### src/logic/qpc_pkg.sv
// package: constants and carriers for the four-phase fetch/execute sequencer
package qpc_pkg;
  localparam int PC_W = 13;
  localparam int INSN_W = 14;
  localparam int DADDR_W = 7;
  localparam int DATA_W = 8;
  localparam int EE_ADDR_W = 6;
  localparam logic [12:0] RESET_VECTOR = 13'h0000;
  localparam logic [12:0] IRQ_VECTOR = 13'h0004;
  localparam logic [5:0] EE_LAST = 6'h3F;
  localparam int PHASES = 4;
  localparam int SEL_N = 8;
  localparam int SEL_W = 3;
  localparam logic [1:0] PH_ONE = 2'h0;
  localparam logic [1:0] PH_TWO = 2'h1;
  localparam logic [1:0] PH_THREE = 2'h2;
  localparam logic [1:0] PH_FOUR = 2'h3;

  typedef struct packed {
    logic one;
    logic two;
    logic three;
    logic four;
  } phase_s;

  // execute-side redirect request, sampled at phase_four of the execute cycle
  typedef struct packed {
    logic valid;
    logic [12:0] target;
  } redirect_s;

  typedef struct packed {
    logic rd;
    logic wr;
    logic [6:0] addr;
    logic [7:0] wdata;
  } dmem_s;
endpackage : qpc_pkg

### src/logic/quad_phase_fetch_execute_core.sv
// four-phase fetch/execute sequencer with flushing branch and harvard buses
// Notes on behaviour
// (RULE1) osc_in divided into four phases per cycle
// (RULE2) program counter increments in phase_one
// (RULE3) fetched word latched at fetch phase_four
// (RULE4) instruction executes phase_two through phase_four next cycle
// (RULE5) data read phase_two, data write phase_four
// (RULE6) fetch overlaps execute, one instruction per cycle
// (RULE7) branch flushes fetched word, takes two cycles
// (RULE8) rc mode drives cycle clock at quarter rate
// (RULE9) master_clear_n low resets the device
// (RULE10) program and data memory on separate buses
// (RULE11) data eeprom reached only through pointer 0h-3Fh
// (RULE12) reset vector 0000h, interrupt vector 0004h
// (RULE13) reset holds sequencer; restarts phase_one, empty pipeline
`timescale 1ns/10ps
`default_nettype none
module quad_phase_fetch_execute_core #(
  parameter int PC_BITS = qpc_pkg::PC_W,
  parameter int EE_DEPTH = 64
) (
  // clock (osc_in) and master clear
  input wire logic mclk,
  input wire logic nrst,
  input wire logic master_clear_n,
  // oscillator mode and cycle clock
  input wire logic rc_mode,
  output logic cycle_clock_out,
  output logic cycle_clock_oe,
  // phase outputs
  output qpc_pkg::phase_s phase,
  // program memory bus
  output logic [qpc_pkg::PC_W-1:0] pmem_addr,
  output logic pmem_rd,
  input wire logic [qpc_pkg::INSN_W-1:0] pmem_data,
  // execute side
  output logic [qpc_pkg::INSN_W-1:0] insn,
  output logic insn_valid,
  output logic [qpc_pkg::PC_W-1:0] insn_pc,
  input wire qpc_pkg::redirect_s redirect,
  input wire logic irq,
  // data memory bus
  input wire qpc_pkg::dmem_s dmem_req,
  output logic dmem_rd,
  output logic dmem_wr,
  output logic [qpc_pkg::DADDR_W-1:0] dmem_addr,
  output logic [qpc_pkg::DATA_W-1:0] dmem_wdata,
  // data eeprom pointer access
  input wire logic ee_ptr_we,
  input wire logic [qpc_pkg::EE_ADDR_W-1:0] ee_ptr_in,
  input wire logic ee_wr,
  input wire logic [qpc_pkg::DATA_W-1:0] ee_wdata,
  output logic [qpc_pkg::EE_ADDR_W-1:0] ee_ptr,
  output logic [qpc_pkg::DATA_W-1:0] ee_rdata
);
  initial begin
    if (PC_BITS != qpc_pkg::PC_W) $error("PC_BITS must match package width");
    if (EE_DEPTH != 64) $error("EE_DEPTH must be 64");
  end

  typedef enum logic [1:0] {ST_ONE, ST_TWO, ST_THREE, ST_FOUR} qstate_e;

  // master clear pin passes three flops; counts when second and third agree
  logic [2:0] master_clear_n_sync_r;
  logic run_r;
  always_ff @(posedge mclk or negedge nrst) begin
    if (!nrst) begin
      master_clear_n_sync_r <= 3'h0;
    end else begin
      master_clear_n_sync_r <= {master_clear_n_sync_r[1:0], master_clear_n};
    end
  end
  // run state after this edge; the cycle clock needs it one edge early
  wire run_nxt = (master_clear_n_sync_r[1] == master_clear_n_sync_r[2]) ? master_clear_n_sync_r[2] : run_r;
  always_ff @(posedge mclk or negedge nrst) begin
    if (!nrst) begin
      run_r <= 1'b0;
    end else begin
      run_r <= run_nxt; // [RULE9]
    end
  end

  // phase sequencer
  qstate_e q_r, q_nxt;
  always_comb begin
    unique case (q_r)
      ST_ONE: q_nxt = ST_TWO;
      ST_TWO: q_nxt = ST_THREE;
      ST_THREE: q_nxt = ST_FOUR;
      ST_FOUR: q_nxt = ST_ONE;
    endcase
  end
  always_ff @(posedge mclk or negedge nrst) begin
    if (!nrst) begin
      q_r <= ST_ONE;
    end else if (!run_r) begin
      q_r <= ST_ONE; // [RULE13]
    end else begin
      q_r <= q_nxt; // [RULE1]
    end
  end

  wire ph1 = run_r && (q_r == ST_ONE);
  wire ph2 = run_r && (q_r == ST_TWO);
  wire ph3 = run_r && (q_r == ST_THREE);
  wire ph4 = run_r && (q_r == ST_FOUR);
  assign phase = '{one: ph1, two: ph2, three: ph3, four: ph4};

  // cycle clock: high in phase_one and phase_two, quarter rate [RULE8]
  // a held sequencer restarts in phase_one, so the first cycle is high too
  logic clkout_r;
  wire clkout_nxt = run_nxt && (!run_r || q_r == ST_FOUR || q_r == ST_ONE);
  always_ff @(posedge mclk or negedge nrst) begin
    if (!nrst) begin
      clkout_r <= 1'b0;
    end else begin
      clkout_r <= clkout_nxt;
    end
  end
  assign cycle_clock_out = clkout_r;
  assign cycle_clock_oe = rc_mode; // [RULE8]

  // fetch/execute pipeline
  logic [12:0] pc_r;
  logic [12:0] fpc_r;
  logic [13:0] ir_r;
  logic ir_full_r;
  logic [13:0] ex_r;
  logic [12:0] ex_pc_r;
  logic ex_valid_r;
  logic irq_pend_r;

  wire take_redirect = ph4 && ex_valid_r && redirect.valid;
  wire take_irq = ph4 && irq_pend_r && !take_redirect;
  wire [12:0] new_pc = take_redirect ? redirect.target : qpc_pkg::IRQ_VECTOR;

  always_ff @(posedge mclk or negedge nrst) begin
    if (!nrst) begin
      irq_pend_r <= 1'b0;
    end else if (!run_r) begin
      irq_pend_r <= 1'b0;
    end else if (irq) begin
      irq_pend_r <= 1'b1; // set wins over clear
    end else if (take_irq) begin
      irq_pend_r <= 1'b0;
    end
  end

  always_ff @(posedge mclk or negedge nrst) begin
    if (!nrst) begin
      pc_r <= qpc_pkg::RESET_VECTOR;
      fpc_r <= qpc_pkg::RESET_VECTOR;
    end else if (!run_r) begin
      pc_r <= qpc_pkg::RESET_VECTOR; // [RULE12] [RULE13]
      fpc_r <= qpc_pkg::RESET_VECTOR;
    end else if (take_redirect || take_irq) begin
      pc_r <= new_pc; // [RULE7] [RULE12]
    end else if (ph1) begin
      fpc_r <= pc_r;
      pc_r <= pc_r + 13'h0001; // [RULE2]
    end
  end

  assign pmem_addr = fpc_r; // [RULE10]
  assign pmem_rd = ph4;

  always_ff @(posedge mclk or negedge nrst) begin
    if (!nrst) begin
      ir_r <= 14'h0000;
      ir_full_r <= 1'b0;
    end else if (!run_r) begin
      ir_full_r <= 1'b0; // [RULE13]
    end else if (ph4) begin
      ir_r <= pmem_data; // [RULE3]
      ir_full_r <= !(take_redirect || take_irq); // [RULE7]
    end
  end

  always_ff @(posedge mclk or negedge nrst) begin
    if (!nrst) begin
      ex_r <= 14'h0000;
      ex_pc_r <= 13'h0000;
      ex_valid_r <= 1'b0;
    end else if (!run_r) begin
      ex_valid_r <= 1'b0;
    end else if (ph1) begin
      ex_r <= ir_r; // [RULE4] [RULE6]
      ex_pc_r <= fpc_r;
      ex_valid_r <= ir_full_r;
    end
  end
  assign insn = ex_r;
  assign insn_pc = ex_pc_r;
  assign insn_valid = ex_valid_r && !ph1; // [RULE4]

  // data bus strobes fixed to phases of the execute cycle
  assign dmem_rd = ph2 && ex_valid_r && dmem_req.rd; // [RULE5] [RULE10]
  assign dmem_wr = ph4 && ex_valid_r && dmem_req.wr; // [RULE5]
  assign dmem_addr = dmem_req.addr;
  assign dmem_wdata = dmem_req.wdata;

  ee_window #(
    .DEPTH(EE_DEPTH),
    .AW(qpc_pkg::EE_ADDR_W),
    .DW(qpc_pkg::DATA_W)
  ) u_ee (
    .mclk(mclk),
    .nrst(nrst),
    .ptr_we(ee_ptr_we),
    .ptr_in(ee_ptr_in),
    .wr(ee_wr), // [RULE11]
    .wdata(ee_wdata),
    .ptr(ee_ptr),
    .rdata(ee_rdata)
  );
endmodule : quad_phase_fetch_execute_core
`default_nettype wire

### src/logic/ee_window.sv
// data eeprom reached only through an address pointer, a small memory
`timescale 1ns/10ps
`default_nettype none
module ee_window #(
  parameter int DEPTH = 64,
  parameter int AW = 6,
  parameter int DW = 8
) (
  // clock and reset
  input wire logic mclk,
  input wire logic nrst,
  // pointer and access
  input wire logic ptr_we,
  input wire logic [AW-1:0] ptr_in,
  input wire logic wr,
  input wire logic [DW-1:0] wdata,
  output logic [AW-1:0] ptr,
  output logic [DW-1:0] rdata
);
  initial begin
    if (DEPTH != (1 << AW)) $error("ee_window depth must equal 2**AW");
  end
  logic [DW-1:0] mem [DEPTH];
  logic [AW-1:0] ptr_r;
  logic [DW-1:0] rdata_r;
  assign ptr = ptr_r;
  assign rdata = rdata_r;
  always_ff @(posedge mclk or negedge nrst) begin
    if (!nrst) begin
      ptr_r <= '0;
    end else if (ptr_we) begin
      ptr_r <= ptr_in;
    end
  end
  // addressed only via pointer, never by the data bus address [RULE11]
  always_ff @(posedge mclk) begin
    if (wr) begin
      mem[ptr_r] <= wdata;
    end
    rdata_r <= mem[ptr_r];
  end
endmodule : ee_window
`default_nettype wire

### config.mk
export PLATFORM = sky130hd
export DESIGN_NAME = quad_phase_fetch_execute_core
export DESIGN_NICKNAME = d
export VERILOG_FILES = /design/src/logic/qpc_pkg.sv /design/src/logic/quad_phase_fetch_execute_core.sv /design/src/logic/ee_window.sv
export SDC_FILE = /design/constraint.sdc
export NUM_CORES = 1
export LEC_CHECK = 0
export ABC_CLOCK_PERIOD_IN_PS = 3900
export BUFFER_PORTS_ARGS = -buffer_cell sky130_fd_sc_hd__buf_2
export CAP_MARGIN = 25
export CORE_UTILIZATION = 53
export CTS_CLUSTER_SIZE = 16
export DETAILED_ROUTE_END_ITERATION = 10
export GPL_TIMING_DRIVEN = 0
export PLACE_DENSITY = 0.71
export SLEW_MARGIN = 20
export SYNTH_ARGS = -nofsm -noshare
export SYNTH_HDL_FRONTEND = slang
export SYNTH_SLANG_ARGS = --single-unit
### constraint.sdc
create_clock -name mclk -period 3.9 [get_ports mclk]
set_input_delay 0.195 -clock mclk [delete_from_list [all_inputs] [get_ports mclk]]
set_output_delay 0.195 -clock mclk [all_outputs]
set_load 0.005 [all_outputs]
==> results.toml <==
[critical_path]
crit_path_max_fanout = 10
worst_setup_path_start_kind = "register"
required_ns = 4.13
crit_type = "register to register"
crit_arrival_ns = 4.33
worstSetupEndpointType = "register"

[yosys]
yosys.area_share.adder = 0.00354
synth-xor-area-share = 0.00146
synthCells = 1484
synth_top_family_by_area = "multiplexers"
synthesis.area_um2 = 24000
synth_cell_type_count = 64
yosysWarnings = 0
async_flop_share = 0.138
synth_simple_gate_area_frac = 0.0456
yosysTopAreaCell = "edfxtp_1"
yosysTopAreaCellShare = 0.639
synth_area_leaders = "edfxtp_1 64%, dfrtp_1 8.6%, mux2_2 4.4%"
synth_compound_area_frac = 0.0854
synth.yosys.seq_area_share = 0.733
ys_ff_latch = 603
synth_flop_cell = "edfxtp_1"
synth_edf_count = 512
synth_nets = 1556
synth_area_per_cell_um2 = 16.2
synth_mux_area_frac = 0.104

[sta]
fin_ws_ns = -0.198
skew_ns = 0.0230
setup-tns-final_ns = -9.20
fmax_ghz = 0.244
setup_viol = 103
slew_headroom = 0.212
whs_ns = 0.0416
period_share = 1.05
hold_violations = 0
tightest_slew_ns = 1.18
rsz0062_at_grt = "yes"
slew_violations = 0
finalCriticalPeriod_ns = 4.10

[floorplan]
rows = 77
die_w_um = 215
dieArea_um2 = 46200
pin_count = 145
die_y_um = 215
coreArea_um2 = 44500
start_util = 0.540

[clock_network]
ctsRootBufferMaster = "clkbuf_16"
cts_buffer_depth = 3
clk_pin_slew_ns = 0.06
htree_levels = 2
tritoncts = "yes"
numCtsBuffers = 58
cts_setup_buffers = 0
cts.sinks = 603
clk_latency_ns = 0.63

[power_and_ir_drop]
pwr-share-comb = 0.137
power.switching_uw = 3870
powerDensity_nw_per_um2 = 543
p_clk_frac = 0.379
switching_share = 0.253
ir_drop_uv = 408
leakage_uw = 0.00981
p_int_uw = 11400
seqPwrFrac = 0.484

[grt]
grt_antenna_before_repair = 4
first_global_vias = 14800
grt_overflow_total = 0
grt_start_max_net_pins = 65
track_usage = 0.310
grt_pass1_wl_um = 102000

[place]
gp_congestion = 0.990
portBuffers = 127
dpl.hpwl_um = 45500
place_inst = 2209

[hold_path]
holdCritPathClass = "input pin to register"

[detailed_routing]
drt_first_pass_iters = 6
post_drt_wl_per_cell_um = 30.2
ant_nets = 0
viasPerCell = 6.46
drc = 0
via_count = 15200
drt_wl_total_um = 71300
drtIter0Drc = 2515

[status]
status = "complete, but fails checks"
violations = "setup timing"

[cells_and_area]
stdcell_count = 2359
syn2layout_area_growth_pct = 16.9
diodes = 0
nNetsFinal = 1792
drive_gt1_frac = 0.271

[job]
maxCapViolations = 0
## critical path, cell delays in order, from the launching register on
cell      delay, ns
dfrtp_1        0.53
buf_4          0.31
and2_0         0.55
clkbuf_1       0.68
nand2_1        0.67
nor2_1         0.94
## metrics by stage
stage	utilization	power [uW]	setup WS (ns)	instance area [um^2]
after CTS	0.628	15200	-0.301	28000
after global routing	0.631	15600	-0.0357	28100
final	0.631	15300	-0.198	28100
after global placement	0.571	9440	-0.400	25400
after floorplan	-	8600	1.52	24000
after detailed placement	0.574	9490	-0.344	25600
## repair_timing
| item | CTS | global route |
|---|---|---|
| endpoints found under the hold margin | 76 | 0 |
| hold buffers | 40 | 0 |
| gates resized for setup | 22 | 31 |
| setup endpoints to repair | 320 | 262 |
## power groups by stage
stage	Combinational, uW	Sequential [uW]	Clock [uW]
floorplan	1100	7500	0
global placement	1930	7500	0
detailed placement	1980	7520	0
CTS	2020	7380	5790
global route	2190	7410	6030
finish	2090	7380	5780
## cells in the final DEF (no fill, tap or decap), types with 9 or more instances in the layout
cell type      instances
edfxtp_1             512
buf_2                153
mux2_2                93
dfrtp_1               83
nand2_1               76
o21ai_0               67
nor2_1                62
clkbuf_16             60
a21oi_1               55
mux2i_1               51
clkbuf_1              50
mux4_2                40
dlygate4sd3_1         40
buf_4                 35
a22oi_1               34
nor2_2                34
o22ai_1               33
a221oi_1              29
a22o_1                22
inv_1                 20
a221o_1               14
clkinv_2              12
nand3_1               11
a31oi_1               10
nor3_1                 9
clkinv_1               9
## synthesized netlist by cell type, types with 5 or more instances
cell and n:
edfxtp_1 512, nor2_1 102, mux2_2 93, dfrtp_1 83, nand2_1 76, o21ai_0 67, a21oi_1 55, mux2i_1 51
clkbuf_1 42, mux4_2 40, a22oi_1 34, o22ai_1 33, buf_2 30, buf_4 30, a221oi_1 29, a22o_1 22
inv_1 20, nand3_1 15, a221o_1 14, a31oi_1 10, nor3_1 9, and2_1 8, dfxtp_1 8, nand4_1 8
nor2b_1 7, ha_1 6, o22a_1 6, buf_1 5, o2bb2ai_1 5
## path summary, 6_finish.rpt
| path | from | to | slack, ns | depth (start not counted) |
|---|---|---|---|---|
| worst max register to register | u_ee.ptr[1]$_DFFE_PN0P_ | u_ee.mem[11][7]$_DFFE_PP_ | -0.20 | 5 |
| worst min-delay path | ee_ptr_we | u_ee.ptr[1]$_DFFE_PN0P_ | 0.04 | 2 |
| worst max-delay path | u_ee.ptr[1]$_DFFE_PN0P_ | u_ee.mem[11][7]$_DFFE_PP_ | -0.20 | 5 |
| worst min register to register | master_clear_n_sync_r[0]$_DFF_PN0_ | master_clear_n_sync_r[1]$_DFF_PN0_ | 0.35 | 0 |
| max in group asynchronous | nrst | master_clear_n_sync_r[0]$_DFF_PN0_ | 3.10 | 3 |
| min in group asynchronous | nrst | u_ee.ptr[2]$_DFFE_PN0P_ | 0.12 | 2 |
## cell type report
class	instances	area (um^2)
Buffer	111	593
Clock buffer	79	1660
Clock inverter	28	290
Fill cell	3187	16400
Inverter	22	82.6
Multi-Input combinational cell	748	5920
Sequential cell	603	17600
Tap cell	592	741
Timing Repair Buffer	176	1210
## cell families after synthesis
family / after synthesis
multiplexers: 186
adder cells (fa/ha/maj): 7
flip-flops: 603
buffers and inverters: 133
AND/OR/NAND/NOR: 248
XOR/XNOR: 4
AO/OA/AOI/OAI: 303
## routing by layer
metal / part of all wire / track usage
met5: 0.00043 / 0
met4: 0.050 / 0.150
met3: 0.13 / 0.0904
met1: 0.38 / 0.424
met2: 0.45 / 0.457
## sequential cells by signal, indices dropped and copies added, names as in the netlist
name                   flops
pmem_addr                 13
insn                      14
master_clear_n_sync_r      3
q_r                        2
run_r                      1
u_ee.rdata                 8
cycle_clock_out            1
ir_full_r                  1
u_ee.mem                 512
ex_valid_r                 1
ir_r                      14
pc_r                      13
u_ee.ptr                   6
insn_pc                   13
irq_pend_r                 1
(Power assumes the default switching activity.)
